$ cat src/tcx_map.svh
/*
 * Constant map of the threaded-code / idle / increment execution block:
 * opcodes, cycle budgets, register offsets, bit positions.
 * Assumes inclusion by bare name from every file that needs a number.
 */
`ifndef TCX_MAP_SVH
`define TCX_MAP_SVH

// opcodes
`define TCX_OPC_ENTER 8'h1F
`define TCX_OPC_EXIT 8'h2F
`define TCX_OPC_IDLE 8'h6F
`define TCX_OPC_INC_RG 8'h20
`define TCX_OPC_INC_IR 8'h21
`define TCX_OPC_WORD_PLUS_ONE_OP_RR 8'hA0
`define TCX_OPC_WORD_PLUS_ONE_OP_IR 8'hA1
`define TCX_OPC_INC_R_LO 4'hE
`define TCX_WREG_HI 4'hE

// cycle budgets
`define TCX_CYC_ENTER 5'h0E
`define TCX_CYC_EXIT 5'h0E
`define TCX_CYC_EXIT_EXT 5'h10
`define TCX_CYC_IDLE 5'h04
`define TCX_CYC_INC 5'h04
`define TCX_CYC_WORD_PLUS_ONE_OP 5'h08
`define TCX_CYC_BAD 5'h01

// pointer steps
`define TCX_STK_STEP 16'h0002
`define TCX_TPTR_STEP 16'h0002
`define TCX_BYTE_NEXT 16'h0001

// apb register offsets
`define TCX_ADR_ISSUE 8'h00
`define TCX_ADR_STATUS 8'h04
`define TCX_ADR_PC 8'h08
`define TCX_ADR_TPTR 8'h0C
`define TCX_ADR_SP 8'h10
`define TCX_ADR_FLAGS 8'h14
`define TCX_ADR_CFG 8'h18

// field positions
`define TCX_FLG_C 7
`define TCX_FLG_Z 6
`define TCX_FLG_S 5
`define TCX_FLG_V 4
`define TCX_FLG_D 3
`define TCX_FLG_H 2
`define TCX_ST_BUSY 0
`define TCX_ST_IDLE 1
`define TCX_ST_BAD 2
`define TCX_CFG_EXT 8
`define TCX_ISSUE_OPC 7:0
`define TCX_ISSUE_OPND 15:8

`endif

$ cat src/tcx_pkg.sv
/*
 * Types of the execution block: instruction classes and state records.
 * Assumes nothing beyond a SystemVerilog compiler.
 */
package tcx_pkg;

    typedef enum logic [3:0] {
        OP_ENTER   = 4'b0000,
        OP_EXIT    = 4'b0001,
        OP_IDLE    = 4'b0010,
        OP_INC_RG  = 4'b0011,
        OP_INC_IR  = 4'b0100,
        OP_WORD_PLUS_ONE_OP_RR = 4'b0101,
        OP_WORD_PLUS_ONE_OP_IR = 4'b0110,
        OP_BAD     = 4'b0111
    } tcx_op_e;

    typedef struct packed {
        logic busy;
        tcx_op_e op;
        logic [4:0] cyc;
        logic [7:0] opnd;
        logic [7:0] ptr;
        logic [7:0] tmp;
        logic [15:0] pc;
        logic [15:0] tptr;
        logic [15:0] sp;
        logic [7:0] flags;
        logic [7:0] wrb;
        logic ext;
        logic idle;
        logic halt;
        logic bad;
        logic pready;
        logic pslverr;
        logic [31:0] prdata;
        logic mrd;
        logic mwr;
        logic mprog;
        logic [15:0] maddr;
        logic [7:0] mwdata;
    } tcx_state_s;

    typedef struct packed {
        logic ff1;
        logic ff2;
    } tcx_sync_s;

endpackage : tcx_pkg

$ cat src/tcx_core.sv
/*
 * Execution of thread enter/exit, idle and byte/word increment,
 * with an APB register port for issue, pointers, flags and status.
 * Assumes MEM_RDATA answers the address on MEM_ADDR in the same cycle
 * as MEM_RD, and that IRQ comes from outside the clock domain.
 */
// Operation
// - enter: sp minus two, push thread_pointer
// - enter: thread_pointer takes program counter
// - enter: pc from code word, pointer plus two
// - exit: pop thread_pointer, sp plus two
// - exit: pc from code word, pointer plus two
// - exit opcode 2F, 14 or 16 cycles
// - idle opcode 6F halts cpu clock
// - interrupt or reset ends idle
// - byte increment, four cycles, three forms
// - indirect form increments addressed register
// - z s v from result; c d h kept
// - word_plus_one_op: 16-bit even pair, eight cycles
`include "tcx_map.svh"
module tcx_core (
    input wire logic CLK,
    input wire logic RST,
    input wire logic CE,
    input wire logic PSEL,
    input wire logic PENABLE,
    input wire logic PWRITE,
    input wire logic [7:0] PADDR,
    input wire logic [31:0] PWDATA,
    output logic [31:0] PRDATA,
    output logic PREADY,
    output logic PSLVERR,
    input wire logic IRQ,
    input wire logic [7:0] MEM_RDATA,
    output logic MEM_RD,
    output logic MEM_WR,
    output logic MEM_PROG,
    output logic [15:0] MEM_ADDR,
    output logic [7:0] MEM_WDATA,
    output logic CPU_HALT
);
    tcx_pkg::tcx_state_s s_r;
    tcx_pkg::tcx_state_s s_nxt;
    logic irq_s;
    logic acc_w;
    logic start_w;
    logic ir_w;
    logic word_w;
    logic [4:0] k_w;
    logic [7:0] a0_raw;
    logic [7:0] a0_w;
    logic [15:0] inc_res;
    logic inc_z;
    logic inc_s;
    logic inc_v;

    ////////////////////////////////////////////////////////////////////
    // helpers

    function automatic tcx_pkg::tcx_op_e dec(input logic [7:0] c);
        tcx_pkg::tcx_op_e o;
        o = tcx_pkg::OP_BAD;
        if (c == `TCX_OPC_ENTER) o = tcx_pkg::OP_ENTER;
        else if (c == `TCX_OPC_EXIT) o = tcx_pkg::OP_EXIT;
        else if (c == `TCX_OPC_IDLE) o = tcx_pkg::OP_IDLE;
        else if (c == `TCX_OPC_INC_RG) o = tcx_pkg::OP_INC_RG;
        else if (c == `TCX_OPC_INC_IR) o = tcx_pkg::OP_INC_IR;
        else if (c == `TCX_OPC_WORD_PLUS_ONE_OP_RR) o = tcx_pkg::OP_WORD_PLUS_ONE_OP_RR;
        else if (c == `TCX_OPC_WORD_PLUS_ONE_OP_IR) o = tcx_pkg::OP_WORD_PLUS_ONE_OP_IR;
        else if (c[3:0] == `TCX_OPC_INC_R_LO) o = tcx_pkg::OP_INC_RG;
        return o;
    endfunction : dec

    function automatic logic [4:0] budget(input tcx_pkg::tcx_op_e o, input logic ext);
        logic [4:0] n;
        n = `TCX_CYC_BAD;
        unique case (o)
            tcx_pkg::OP_ENTER: n = `TCX_CYC_ENTER;
            tcx_pkg::OP_EXIT: n = ext ? `TCX_CYC_EXIT_EXT : `TCX_CYC_EXIT;
            tcx_pkg::OP_IDLE: n = `TCX_CYC_IDLE;
            tcx_pkg::OP_INC_RG, tcx_pkg::OP_INC_IR: n = `TCX_CYC_INC;
            tcx_pkg::OP_WORD_PLUS_ONE_OP_RR, tcx_pkg::OP_WORD_PLUS_ONE_OP_IR: n = `TCX_CYC_WORD_PLUS_ONE_OP;
            tcx_pkg::OP_BAD: n = `TCX_CYC_BAD;
        endcase
        return n;
    endfunction : budget

    // working-register escape maps onto the working bank
    function automatic logic [7:0] res_adr(input logic [7:0] b, input logic [7:0] wrb);
        return (b[7:4] == `TCX_WREG_HI) ? {wrb[7:4], b[3:0]} : b;
    endfunction : res_adr

    ////////////////////////////////////////////////////////////////////
    // datapath pieces

    tcx_sync u_irq_sync (
        .clk(CLK),
        .rst(RST),
        .ce(CE),
        .d(IRQ),
        .q(irq_s)
    );

    assign ir_w = (s_r.op == tcx_pkg::OP_INC_IR) || (s_r.op == tcx_pkg::OP_WORD_PLUS_ONE_OP_IR);
    assign word_w = (s_r.op == tcx_pkg::OP_WORD_PLUS_ONE_OP_RR) || (s_r.op == tcx_pkg::OP_WORD_PLUS_ONE_OP_IR);
    assign k_w = s_r.cyc - {4'h0, ir_w};
    assign a0_raw = ir_w ? MEM_RDATA : res_adr(s_r.opnd, s_r.wrb);
    assign a0_w = word_w ? {a0_raw[7:1], 1'b0} : a0_raw;

    tcx_inc u_inc (
        .word(word_w),
        .val(word_w ? {s_r.tmp, MEM_RDATA} : {8'h00, MEM_RDATA}),
        .res(inc_res),
        .zero(inc_z),
        .neg(inc_s),
        .ovf(inc_v)
    );

    assign acc_w = PSEL && PENABLE && s_r.pready;
    assign start_w = acc_w && PWRITE && (PADDR == `TCX_ADR_ISSUE) && !s_r.busy && !s_r.idle;

    ////////////////////////////////////////////////////////////////////
    // next state

    always_comb begin
        s_nxt = s_r;
        s_nxt.mrd = 1'b0;
        s_nxt.mwr = 1'b0;
        s_nxt.mprog = 1'b0;
        s_nxt.pready = 1'b0;
        s_nxt.pslverr = 1'b0;
        if (s_r.busy) begin
            s_nxt.cyc = s_r.cyc + 5'h01;
            unique case (s_r.op)
                tcx_pkg::OP_ENTER: begin
                    case (s_r.cyc)
                        5'h00: begin
                            s_nxt.sp = s_r.sp - `TCX_STK_STEP;
                            s_nxt.mwr = 1'b1;
                            s_nxt.maddr = s_r.sp - `TCX_STK_STEP;
                            s_nxt.mwdata = s_r.tptr[15:8];
                        end
                        5'h01: begin
                            s_nxt.mwr = 1'b1;
                            s_nxt.maddr = s_r.sp + `TCX_BYTE_NEXT;
                            s_nxt.mwdata = s_r.tptr[7:0];
                        end
                        5'h02: begin
                            s_nxt.tptr = s_r.pc;
                            s_nxt.mrd = 1'b1;
                            s_nxt.mprog = 1'b1;
                            s_nxt.maddr = s_r.pc;
                        end
                        5'h03: begin
                            s_nxt.tmp = MEM_RDATA;
                            s_nxt.mrd = 1'b1;
                            s_nxt.mprog = 1'b1;
                            s_nxt.maddr = s_r.tptr + `TCX_BYTE_NEXT;
                        end
                        5'h04: begin
                            s_nxt.pc = {s_r.tmp, MEM_RDATA};
                            s_nxt.tptr = s_r.tptr + `TCX_TPTR_STEP;
                        end
                        default: begin
                        end
                    endcase
                end
                tcx_pkg::OP_EXIT: begin
                    case (s_r.cyc)
                        5'h00: begin
                            s_nxt.mrd = 1'b1;
                            s_nxt.maddr = s_r.sp;
                        end
                        5'h01: begin
                            s_nxt.tmp = MEM_RDATA;
                            s_nxt.mrd = 1'b1;
                            s_nxt.maddr = s_r.sp + `TCX_BYTE_NEXT;
                        end
                        5'h02: begin
                            s_nxt.tptr = {s_r.tmp, MEM_RDATA};
                            s_nxt.sp = s_r.sp + `TCX_STK_STEP;
                            s_nxt.mrd = 1'b1;
                            s_nxt.mprog = 1'b1;
                            s_nxt.maddr = {s_r.tmp, MEM_RDATA};
                        end
                        5'h03: begin
                            s_nxt.tmp = MEM_RDATA;
                            s_nxt.mrd = 1'b1;
                            s_nxt.mprog = 1'b1;
                            s_nxt.maddr = s_r.tptr + `TCX_BYTE_NEXT;
                        end
                        5'h04: begin
                            s_nxt.pc = {s_r.tmp, MEM_RDATA};
                            s_nxt.tptr = s_r.tptr + `TCX_TPTR_STEP;
                        end
                        default: begin
                        end
                    endcase
                end
                tcx_pkg::OP_IDLE, tcx_pkg::OP_BAD: begin
                end
                tcx_pkg::OP_INC_RG, tcx_pkg::OP_INC_IR,
                tcx_pkg::OP_WORD_PLUS_ONE_OP_RR, tcx_pkg::OP_WORD_PLUS_ONE_OP_IR: begin
                    if (ir_w && (s_r.cyc == 5'h00)) begin
                        s_nxt.mrd = 1'b1;
                        s_nxt.maddr = {8'h00, res_adr(s_r.opnd, s_r.wrb)};
                    end
                    if (k_w == 5'h00) begin
                        s_nxt.ptr = a0_w;
                        s_nxt.mrd = 1'b1;
                        s_nxt.maddr = {8'h00, a0_w};
                    end
                    if (k_w == 5'h01) begin
                        if (!word_w) begin
                            s_nxt.mwr = 1'b1;
                            s_nxt.maddr = {8'h00, s_r.ptr};
                            s_nxt.mwdata = inc_res[7:0];
                            s_nxt.flags[`TCX_FLG_Z] = inc_z;
                            s_nxt.flags[`TCX_FLG_S] = inc_s;
                            s_nxt.flags[`TCX_FLG_V] = inc_v;
                        end else begin
                            s_nxt.tmp = MEM_RDATA;
                            s_nxt.mrd = 1'b1;
                            s_nxt.maddr = {8'h00, s_r.ptr[7:1], 1'b1};
                        end
                    end
                    if (word_w && (k_w == 5'h02)) begin
                        s_nxt.mwr = 1'b1;
                        s_nxt.maddr = {8'h00, s_r.ptr[7:1], 1'b1};
                        s_nxt.mwdata = inc_res[7:0];
                        s_nxt.tmp = inc_res[15:8];
                        s_nxt.flags[`TCX_FLG_Z] = inc_z;
                        s_nxt.flags[`TCX_FLG_S] = inc_s;
                        s_nxt.flags[`TCX_FLG_V] = inc_v;
                    end
                    if (word_w && (k_w == 5'h03)) begin
                        s_nxt.mwr = 1'b1;
                        s_nxt.maddr = {8'h00, s_r.ptr};
                        s_nxt.mwdata = s_r.tmp;
                    end
                end
            endcase
            if (s_r.cyc == budget(s_r.op, s_r.ext) - 5'h01) begin
                s_nxt.busy = 1'b0;
                s_nxt.idle = (s_r.op == tcx_pkg::OP_IDLE);
            end
        end else if (s_r.idle && irq_s) begin
            s_nxt.idle = 1'b0;
        end
        // apb slave: answer in the access cycle after setup
        if (PSEL && !PENABLE) begin
            s_nxt.pready = 1'b1;
            s_nxt.prdata = 32'h0000_0000;
            case (PADDR)
                `TCX_ADR_ISSUE: s_nxt.prdata = {16'h0000, s_r.opnd, 4'h0, s_r.op};
                `TCX_ADR_STATUS: begin
                    s_nxt.prdata[`TCX_ST_BUSY] = s_r.busy;
                    s_nxt.prdata[`TCX_ST_IDLE] = s_r.idle;
                    s_nxt.prdata[`TCX_ST_BAD] = s_r.bad;
                end
                `TCX_ADR_PC: s_nxt.prdata = {16'h0000, s_r.pc};
                `TCX_ADR_TPTR: s_nxt.prdata = {16'h0000, s_r.tptr};
                `TCX_ADR_SP: s_nxt.prdata = {16'h0000, s_r.sp};
                `TCX_ADR_FLAGS: s_nxt.prdata = {24'h000000, s_r.flags};
                `TCX_ADR_CFG: begin
                    s_nxt.prdata[7:0] = s_r.wrb;
                    s_nxt.prdata[`TCX_CFG_EXT] = s_r.ext;
                end
                default: s_nxt.pslverr = 1'b1;
            endcase
        end
        if (acc_w && PWRITE && !s_r.busy) begin
            case (PADDR)
                `TCX_ADR_ISSUE: begin
                    if (start_w) begin
                        s_nxt.busy = 1'b1;
                        s_nxt.cyc = 5'h00;
                        s_nxt.op = dec(PWDATA[`TCX_ISSUE_OPC]);
                        s_nxt.bad = (dec(PWDATA[`TCX_ISSUE_OPC]) == tcx_pkg::OP_BAD);
                        s_nxt.opnd = PWDATA[`TCX_ISSUE_OPND];
                        if (PWDATA[3:0] == `TCX_OPC_INC_R_LO) begin
                            s_nxt.opnd = {`TCX_WREG_HI, PWDATA[7:4]};
                        end
                    end
                end
                `TCX_ADR_PC: s_nxt.pc = PWDATA[15:0];
                `TCX_ADR_TPTR: s_nxt.tptr = PWDATA[15:0];
                `TCX_ADR_SP: s_nxt.sp = PWDATA[15:0];
                `TCX_ADR_FLAGS: s_nxt.flags = PWDATA[7:0];
                `TCX_ADR_CFG: begin
                    s_nxt.wrb = PWDATA[7:0];
                    s_nxt.ext = PWDATA[`TCX_CFG_EXT];
                end
                default: begin
                end
            endcase
        end
        s_nxt.halt = s_nxt.idle;
    end

    always_ff @(posedge CLK or posedge RST) begin
        if (RST) begin
            s_r <= '0;
        end else if (CE) begin
            s_r <= s_nxt;
        end
    end

    assign PRDATA = s_r.prdata;
    assign PREADY = s_r.pready;
    assign PSLVERR = s_r.pslverr;
    assign MEM_RD = s_r.mrd;
    assign MEM_WR = s_r.mwr;
    assign MEM_PROG = s_r.mprog;
    assign MEM_ADDR = s_r.maddr;
    assign MEM_WDATA = s_r.mwdata;
    assign CPU_HALT = s_r.halt;
endmodule : tcx_core

$ cat src/tcx_inc.sv
/*
 * Byte or word plus-one with zero, sign and overflow results.
 * Assumes the caller places a byte in the low half of val.
 */
`include "tcx_map.svh"
module tcx_inc (
    input wire logic word,
    input wire logic [15:0] val,
    output logic [15:0] res,
    output logic zero,
    output logic neg,
    output logic ovf
);
    logic [15:0] sum;

    // carry of the low byte runs into the high byte
    assign sum = val + `TCX_BYTE_NEXT;
    assign res = word ? sum : {8'h00, sum[7:0]};
    assign zero = word ? (sum == 16'h0000) : (sum[7:0] == 8'h00);
    assign neg = word ? sum[15] : sum[7];
    assign ovf = word ? (sum == 16'h8000) : (sum[7:0] == 8'h80);
endmodule : tcx_inc

$ cat src/tcx_sync.sv
/*
 * Two-flop synchroniser for a level from outside the clock domain.
 * Assumes clk, async active-high rst and a clock enable from the core.
 */
module tcx_sync (
    input wire logic clk,
    input wire logic rst,
    input wire logic ce,
    input wire logic d,
    output logic q
);
    tcx_pkg::tcx_sync_s s_r;
    tcx_pkg::tcx_sync_s s_nxt;

    always_comb begin
        s_nxt.ff1 = d;
        s_nxt.ff2 = s_r.ff1;
    end

    always_ff @(posedge clk or posedge rst) begin
        if (rst) begin
            s_r <= '0;
        end else if (ce) begin
            s_r <= s_nxt;
        end
    end

    assign q = s_r.ff2;
endmodule : tcx_sync
$ cat config.mk
export PLATFORM = sky130hd
export DESIGN_NAME = tcx_core
export DESIGN_NICKNAME = d
export VERILOG_FILES = /design/src/tcx_pkg.sv /design/src/tcx_core.sv /design/src/tcx_inc.sv /design/src/tcx_sync.sv
export VERILOG_INCLUDE_DIRS = /design/src
export SDC_FILE = /design/constraint.sdc
export NUM_CORES = 1
export LEC_CHECK = 0
export CELL_PAD_IN_SITES_DETAIL_PLACEMENT = 2
export CELL_PAD_IN_SITES_GLOBAL_PLACEMENT = 2
export CORE_ASPECT_RATIO = 1.4
export CORE_MARGIN = 5
export CORE_UTILIZATION = 35
export CTS_BUF_LIST = sky130_fd_sc_hd__clkbuf_16
export DETAILED_ROUTE_END_ITERATION = 10
export DONT_BUFFER_PORTS = 1
export PLACE_DENSITY_LB_ADDON = 0.1
export SLEW_MARGIN = 20
export SYNTH_ARGS = -nofsm -noshare
export SYNTH_HDL_FRONTEND = slang
export SYNTH_SLANG_ARGS = --single-unit
$ cat constraint.sdc
create_clock -name CLK -period 14.7 [get_ports CLK]
set_input_delay 2.205 -clock CLK [delete_from_list [all_inputs] [get_ports CLK]]
set_output_delay 2.205 -clock CLK [all_outputs]
set_load 0.05 [all_outputs]
Yosys cells after proc, flatten, opt, wreduce, memory -nomap -nowiden. Cells that the tools add are included.

Flip-flop bits (word level): 164. Input port bits: 55. RAM bits: 0. ROM bits: 0. Memories kept: 0. Word-level logic and storage cells: 209. Latch bits: 0. Output and inout port bits: 62.

Bitwise operators: 0. Equal/unequal tests: 44. Reduce and logical (&&, ||, !) cells: 44. $add $sub $neg: 9. Divide/modulo/power cells: 0. Multipliers: 0. $lt $le $gt $ge: 0. Multiplexer cells: 87. Shift operators: 0.

Operators with widths (count): 2-to-1 mux 16 bit (10); case mux 16 bit (4 select lines) (2); case mux 48 bit (2 select lines) (1); 2-to-1 mux 8 bit (10); 2-to-1 mux 24 bit (3); 2-to-1 mux 65 bit (1); case mux 16 bit (2 select lines) (2); 2-to-1 mux 18 bit (3); adder 16 x 1 -> 16 bit, second input constant (3); 2-to-1 mux 48 bit (1); case mux 16 bit (3 select lines) (1); case mux 6 bit (6 select lines) (1); 2-to-1 mux 34 bit (1); adder 16 x 2 -> 16 bit, second input constant (2); equality test 8 x 5 -> 1 bit, second input constant (4); 2-to-1 mux 4 bit (8); case mux 8 bit (2 select lines) (2); case mux 7 bit (4 select lines) (1); 2-to-1 mux 27 bit (1); case mux 5 bit (5 select lines) (1); equality test 8 x 6 -> 1 bit, second input constant (3); equality test 8 bit, second input constant (3); 2-to-1 mux 3 bit (8); case mux 8 bit (3 select lines) (1); other kinds (48) (111).

Depth between registers and ports, before layout. Gate-level depths: netlist of the first run.

Word-level depth: 13. Depth in mapped cells: 14. Depth with buffers taken out: 9.

By module. Synthesis of the first run repeated with hierarchy kept, for this count alone.

Cells, all modules: 1539. Area total of the unflattened synthesis: 12331.8 um^2.

By module, submodules not included: tcx_core (cells each 1450, times used 1, seq. area each 3628.5 um^2, area each 11662.4 um^2); tcx_inc (cells each 84, times used 1, seq. area each 0.0 um^2, area each 593.1 um^2); tcx_sync (cells each 5, times used 1, seq. area each 50.0 um^2, area each 76.3 um^2).

Worst setup path before layout of the first run. No wires, ideal clock.

Path kind: input to register. From: input PADDR[0]. To: register s_r[151] in the netlist's numbering. Path buffers: 2. Setup slack: 10.640 ns. Stages: 7. Library setup time: 0.129 ns. Required time: 14.571 ns. Arrival time: 3.931 ns. Cells stage by stage: or4_4 -> or3_4 -> nor3_4 -> and4b_1 -> buf_6 -> buf_12 -> o21ai_0.

Cells in the longest elaborated chain, start to end: 5.

RTL lines: start: declaration (RTL line tcx_core.sv:28) `input wire logic [7:0] PADDR,`; logical NOT 8 bit (*) (RTL line tcx_core.sv:273) `case (PADDR)`; logical AND 1 bit (3 in series) (RTL line tcx_core.sv:120) `` assign start_w = acc_w && PWRITE && (PADDR == `TCX_ADR_ISSUE) && !s_r.busy && !s_r.idle; ``; AND reduction 4 bit (no line) (*); end signal: assignment (RTL line tcx_core.sv:305) `s_r <= s_nxt;`; end: declaration (RTL line tcx_core.sv:42) `tcx_pkg::tcx_state_s s_r;`.

Every way passes the cells marked *; elsewhere a longest branch is shown, timed or not. A chain may end at the register's enable or synchronous reset.

Worst setup path after layout of the first run.
From: input PADDR[0]. To: register s_r[86] in the netlist's numbering.

Cells in the longest elaborated chain, start to end: 3.

RTL lines: equality test 8 x 5 -> 1 bit (RTL line tcx_core.sv:273); 2-to-1 mux 16 bit (RTL line tcx_core.sv:273); 2-to-1 mux 65 bit (RTL line tcx_core.sv:272) `if (acc_w && PWRITE && !s_r.busy) begin`.

Every way passes these cells.

==> run summary, run 1 <==
Chip height = 230 µm
DR iter-0 viols = 908
Setup CP Type = in2reg
Synth Instances = 1508
Worst path required time = 15.04 ns
Synth warn = 0
Final setup vio count = 0
Hold_sp = s_r[74]
Worst R2R Start = s_r[160]
Hold-fix buffer count after cts = 0
Area grow syn2layout = 4.37%
Synth Flop Type = dfrtp_1
GP Congestion = 0.911
DRC viols = 0
Overflow after GRT = 0
Reg2Reg Depth = 10
P_leak = 4.71 nW
Register bit total from synthesis = 147
Aggregate routed wire length = 58500 µm
First-pass GRT wire length = 86900 µm
Largest net degree at the start of global routing = 66
Area of the die = 38400 µm²
Post-synthesis cell type count = 97
Count leader, synth = nand2_1
Post-DP HPWL = 42700 µm
Avg WL per Cell = 31.9 µm
R2R setup slack = 10.62 ns
Hold crit path type = reg2reg
Startpoint Class = primary input
Clock Skew = 0.0109 ns
Clk_lat worst skew = 0.46 ns
Final Cycle Share = 30.6%
Total power = 2.02 mW
Synth top area share = 30.5%
CP Max Fanout = 15
I/O pin cnt = 117
Post-synth top cells = 187 x nand2_1, 147 x dfrtp_1, 112 x o21ai_0, 109 x nor2_1, 93 x clkbuf_1
Htree depth = 4
Worst VDD drop = 85.1 µV
Sequential-to-total area share from yosys stat = 30.5%
Syn_area_per_cell = 8.01 µm²
Hold Slack = 0.473 ns
Routed Antenna Nets = 0
Slew headroom = 34.4%
Post-Synthesis Cell Area = 12100 µm²
Minimum clock period = 4.50 ns
Fmax = 222 MHz
Clock sinks = 147
Clock Pin Slew Worst Setup and Hold Paths = 0.06 ns
Hold endpoint = s_r[74]
Post-CTS setup buffer count = 0
Nets = 1438
Worst setup EP type = flip-flop
Row count = 80
Status = complete, no violations
Critical path arrival = 4.84 ns
Vias/cell = 6.55
Share of post-route cells with drive strength above 1 = 8.89%
Initial core utilization = 35.4%
Post-synth EDFFs = 0
Core Region = 34100 µm²
Fin. max-slew vios = 0
Total negative slack = 0 ns
Vias in the first global route = 12.7k
PortBufs = 0
Worst slew pin tran = 0.981 ns
First-pass DRT Iterations = 5
Place WS = 9.70 ns
Final hold vios = 0
Die X-Extent = 167 µm
WHS Path Cells = 2
Cell taking the most area after synthesis = dfrtp_1
RSZ-0062 raised after global routing = no
Vias = 12.0k
Synth top area cells = dfrtp_1 30%, nand2_1 5.8%, o21ai_0 4.6%
Total track usage = 30.0%
CTS max path bufs = 2
Clk root buf = clkbuf_16
Power Density = 160 nW/µm²
CTS tree = yes
Total CTS buffers = 17
Initial antenna violation count = 3
Max cap viols = 0
FF-to-FF End = MEM_ADDR[3]
Slack of the critical path = 10.20 ns
Cts repair resizes = 0
Ys async rst share = 100%
[metrics by stage]
step                      util (%)  instance area (µm²)  instances
final                         36.9                12600       1835
after global routing          36.9                12600       1835
after CTS                     36.9                12600       1834
after detailed placement      34.9                11900       1802
after global placement        34.9                11900       1802
after floorplan                  -                12100       1523
[power breakdown]
part / internal (mW) / switching, mW / leakage (nW)
Sequential: 0.494 / 0.344 / 1.91
Combinational: 0.234 / 0.408 / 2.46
Clock: 0.335 / 0.201 / 0.336
[registers in the layout (all words and copies together) (netlist names)]
signal and count:
s_r 99, MEM_ADDR 16, PRDATA 16, MEM_WDATA 8, CPU_HALT 1, MEM_PROG 1
MEM_RD 1, MEM_WR 1, PREADY 1, PSLVERR 1, u_irq_sync.q 1, u_irq_sync.s_nxt 1
[worst max path at each step]
stage | start | end | slack (ns) | cells after the start
2_1_floorplan | RST | CPU_HALT | 8.54 | 1
4_1_cts | PADDR[0] | s_r[96] | 10.17 | 6
5_1_grt | PADDR[0] | s_r[96] | 10.09 | 6
3_3_place_gp | PADDR[0] | s_r[88] | 9.76 | 6
3_5_place_dp | PADDR[0] | s_r[89] | 9.70 | 6
6_report | PADDR[0] | s_r[86] | 10.20 | 6
[cells in the final DEF, fill, tap and decap left out, types with 13 or more instances in the layout]
cell type,count
o31ai_1,13
nor3_1,32
nor2_1,109
mux2i_1,39
inv_1,33
a21oi_1,78
dfrtp_1,146
nand3_1,36
mux2_2,19
xor2_1,22
o22ai_1,28
nor4_1,28
o21ai_0,112
a221oi_1,25
clkbuf_16,17
ha_1,13
a22oi_1,15
a31oi_1,34
nand2_1,187
conb_1,16
a22o_1,14
o2bb2ai_1,15
nand4_1,27
buf_4,22
and3_1,13
xnor2_1,37
[worst max-delay path, cell delays in order]
cell and delay [ns]:
or4_4 0.59, nor4_4 0.77, nand2_2 0.38, a21oi_4 0.43, a21bo_2 0.27, a22o_1 0.18
[cell type report]
cell class | instances | area [µm²]
flip-flops and latches | 147 | 3680
repair buffers | 22 | 165
diodes | 1 | 2.50
clock inverters | 15 | 262
multi-input cells | 1147 | 7370
well taps | 451 | 564
inverters | 35 | 136
fillers | 3862 | 21500
clock buffers | 17 | 425
[routing by layer]
layer / routed length, µm / track usage, % / vias up
li1: - / - / 5221
met1: 23400 / 36.1 / 6261
met2: 28900 / 51.6 / 419
met3: 3510 / 5.86 / 117
met4: 2770 / 13.6 / 0
met5: 0 / 0 / -
[cells by family (layout without fill, tap and decap cells)]
| kind of cell | Yosys count | count (layout) | share of synthesized area, % |
|---|---|---|---|
| AOI/OAI and AO/OA | 466 | 466 | 26.3 |
| other | 1 | 17 | 0.0310 |
| xor gates and xnor gates | 61 | 61 | 4.42 |
| adders and majority gates | 13 | 13 | 1.35 |
| DFF | 147 | 147 | 30.5 |
| and+or+nand+nor | 530 | 530 | 22.4 |
| muxes | 61 | 61 | 5.56 |
| buffers and inverters | 229 | 89 | 9.48 |
Note: power is estimated with default switching activity, not from simulation.
==> run 2, diff against run 1 <==
--- a/config.mk
+++ b/config.mk
@@ -6,6 +6,7 @@
 export SDC_FILE = /design/constraint.sdc
 export NUM_CORES = 1
 export LEC_CHECK = 0
+export ABC_AREA = 1
 export CELL_PAD_IN_SITES_DETAIL_PLACEMENT = 2
 export CELL_PAD_IN_SITES_GLOBAL_PLACEMENT = 2
 export CORE_ASPECT_RATIO = 1.4
==> constraint.sdc (replaced) <==
create_clock -name CLK -period 4.3 [get_ports CLK]
set_input_delay 0.645 -clock CLK [delete_from_list [all_inputs] [get_ports CLK]]
set_output_delay 0.645 -clock CLK [all_outputs]
set_load 0.05 [all_outputs]
==> run 2 against run 1 <==
  * Routed wire length rose by 7.1%
  * Clock skew is essentially flat
  * First-iteration DRC count rose by 1.4%
  * Clock-buffer cell count unchanged
  * Design area up 1.0%
==> run summary, run 2 <==
I/O pin cnt = 117
Hold-fix buffer count after cts = 0
Synth Instances = 1844
Chip height = 229 µm
GP Congestion = 0.956
Max cap viols = 0
Clock sinks = 147
Share of post-route cells with drive strength above 1 = 6.96%
Post-synth top cells = 434 x nand2_1, 247 x o21ai_0, 180 x nor2_1, 178 x inv_1, 147 x dfrtp_1
Total negative slack = 0 ns
Largest net degree at the start of global routing = 148
Row count = 80
CP Cell Sequence = inv_2, nand2_1, inv_1, ha_1, ha_1, nand2_2, o21ai_2, nand3_2, nor3_4, inv_2, o21ai_1, inv_2, nand3_4, nand2_4, inv_4, nand2_1, nor2_1, nor2_1
Worst slew pin tran = 1.07 ns
Final setup vio count = 0
Initial core utilization = 35.4%
Fill cells = 4231
Cts repair resizes = 0
Placed cell area = 12100 µm²
Place WS = 0.626 ns
Critical Path Max Stage Delay = 0.46 ns
Routed Antenna Nets = 0
Area grow syn2layout = 5.84%
CTS tree = yes
Initial antenna violation count = 1
DR iter-0 viols = 921
PortBufs = 0
Ys async rst share = 100%
Count leader, synth = nand2_1
Clock Skew = 0.0105 ns
Clk root buf = clkbuf_16
Total track usage = 32.2%
Htree depth = 4
Slew headroom = 28.6%
RSZ-0062 raised after global routing = no
Sequential-to-total area share from yosys stat = 30.6%
Area of the die = 38200 µm²
Fin. max-slew vios = 0
Most frequent cells in the layout = 434 x nand2_1, 247 x o21ai_0, 180 x nor2_1, 177 x inv_1, 147 x dfrtp_1
Post-synth EDFFs = 0
Startpoint Class = flip-flop
Post-DP HPWL = 48100 µm
Clk_lat worst skew = 0.46 ns
Reg area = 3680 µm²
Synth top area share = 30.6%
CTS max path bufs = 2
Cell taking the most area after synthesis = dfrtp_1
# diodes = 0
Hold Slack = 0.182 ns
Avg WL per Cell = 28.1 µm
Most flop-heavy register = s_r
Die X-Extent = 167 µm
Worst VDD drop = 201 µV
Power Density = 377 nW/µm²
Clock Pin Slew Worst Setup and Hold Paths = 0.07 ns
Fmax = 262 MHz
Setup CP Type = reg2reg
Aggregate routed wire length = 62700 µm
Core Region = 34000 µm²
First-pass GRT wire length = 92600 µm
Vias = 13.5k
Multi-input gate area = 6860 µm²
Syn_area_per_cell = 6.53 µm²
Worst path required time = 4.65 ns
Worst setup EP type = flip-flop
Synth top area cells = dfrtp_1 31%, nand2_1 14%, o21ai_0 10%
Minimum clock period = 3.82 ns
Slack of the critical path = 0.485 ns
Largest delay share family, worst path = simple AND/OR/NAND/NOR gates
Finished Cell Area = 12700 µm²
Number of flip-flops under the largest register name = 99
Final Cycle Share = 88.7%
DRC viols = 0
Register bit total from synthesis = 147
Post-CTS setup buffer count = 0
Synth warn = 0
Crit-path slowest cell = inv_1
P_leak = 5.68 nW
Core Util, Final = 37.4%
Cell mode on critical path = inv_2
Crit path buf inv count = 5
Final hold vios = 0
Hold crit path type = in2async
Synth Flop Type = dfrtp_1
Commonest non-fill, non-tap cell in the layout = nand2_1
Vias/cell = 6.03
Vias in the first global route = 14.0k
Post-Synthesis Cell Area = 12000 µm²
Post-synthesis cell type count = 61
Status = complete, no violations
Total CTS buffers = 17
First-pass DRT Iterations = 5
CP Max Fanout = 17
Nets = 1837
Overflow after GRT = 0
Critical path arrival = 4.17 ns
run 2: final timing paths:
kind	from	to	slack (ns)	cells past startpoint
max in group asynchronous	RST	MEM_ADDR[2]	3.21	2
max	s_r[158]	MEM_ADDR[5]	0.48	18
min in group CLK	PWDATA[0]	s_r[73]	0.31	2
min	RST	s_r[85]	0.18	2
max reg2reg	s_r[158]	MEM_ADDR[5]	0.48	18
min reg2reg	s_r[67]	s_r[67]	0.49	2
run 2: per-layer routing:
metal | part of all wire [%] | track usage [%] | up-vias
li1 | - | - | 5990
met3 | 4.9 | 4.11 | 136
met4 | 7.4 | 21.1 | 0
met1 | 40 | 38.7 | 6889
met5 | 0 | 0 | -
met2 | 48 | 53.8 | 451
run 2: final cells by class:
type                    count  area share [%]
clock buffers              17            3.34
clock inverters            15            1.41
flip-flops and latches    147            28.9
repair buffers             34            2.10
inverters                 201            6.01
multi-input cells        1368            53.8
well taps                 451            4.43
run 2: metrics by stage:
| step | instances | power (mW) |
|---|---|---|
| global route | 2233 | 5.01 |
| global placement | 2201 | 3.11 |
| detailed placement | 2201 | 3.16 |
| finish | 2233 | 4.81 |
| CTS | 2233 | 4.81 |
| floorplan | 1859 | 2.63 |
run 2: power by group:
group / switching (mW) / internal [mW] / total, mW
combinational: 1.07 / 0.411 / 1.48
sequential: 0.211 / 1.48 / 1.69
clock: 0.714 / 0.918 / 1.63
total: 2.00 / 2.81 / 4.81
run 2: logic make-up (layout without fill, tap and decap cells):
group	after synthesis	count (layout)	share of synthesized area [%]
compound gates	511	511	24.5
mux	1	1	0.0936
buf+inv	344	267	13.0
fa+ha+maj	13	13	1.35
other cells	1	16	0.0312
xor+xnor	25	25	1.82
simple gates	802	802	28.6
flops	147	147	30.6
run 2: worst register-to-register path, cell delays in order (launching register included):
cell and delay [ns]:
dfrtp_1 0.44, inv_2 0.14, nand2_1 0.25, inv_1 0.46, ha_1 0.32, ha_1 0.25
nand2_2 0.11, o21ai_2 0.16, nand3_2 0.17, nor3_4 0.36, inv_2 0.18, o21ai_1 0.13
inv_2 0.08, nand3_4 0.09, nand2_4 0.14, inv_4 0.20, nand2_1 0.08, nor2_1 0.10
nor2_1 0.05
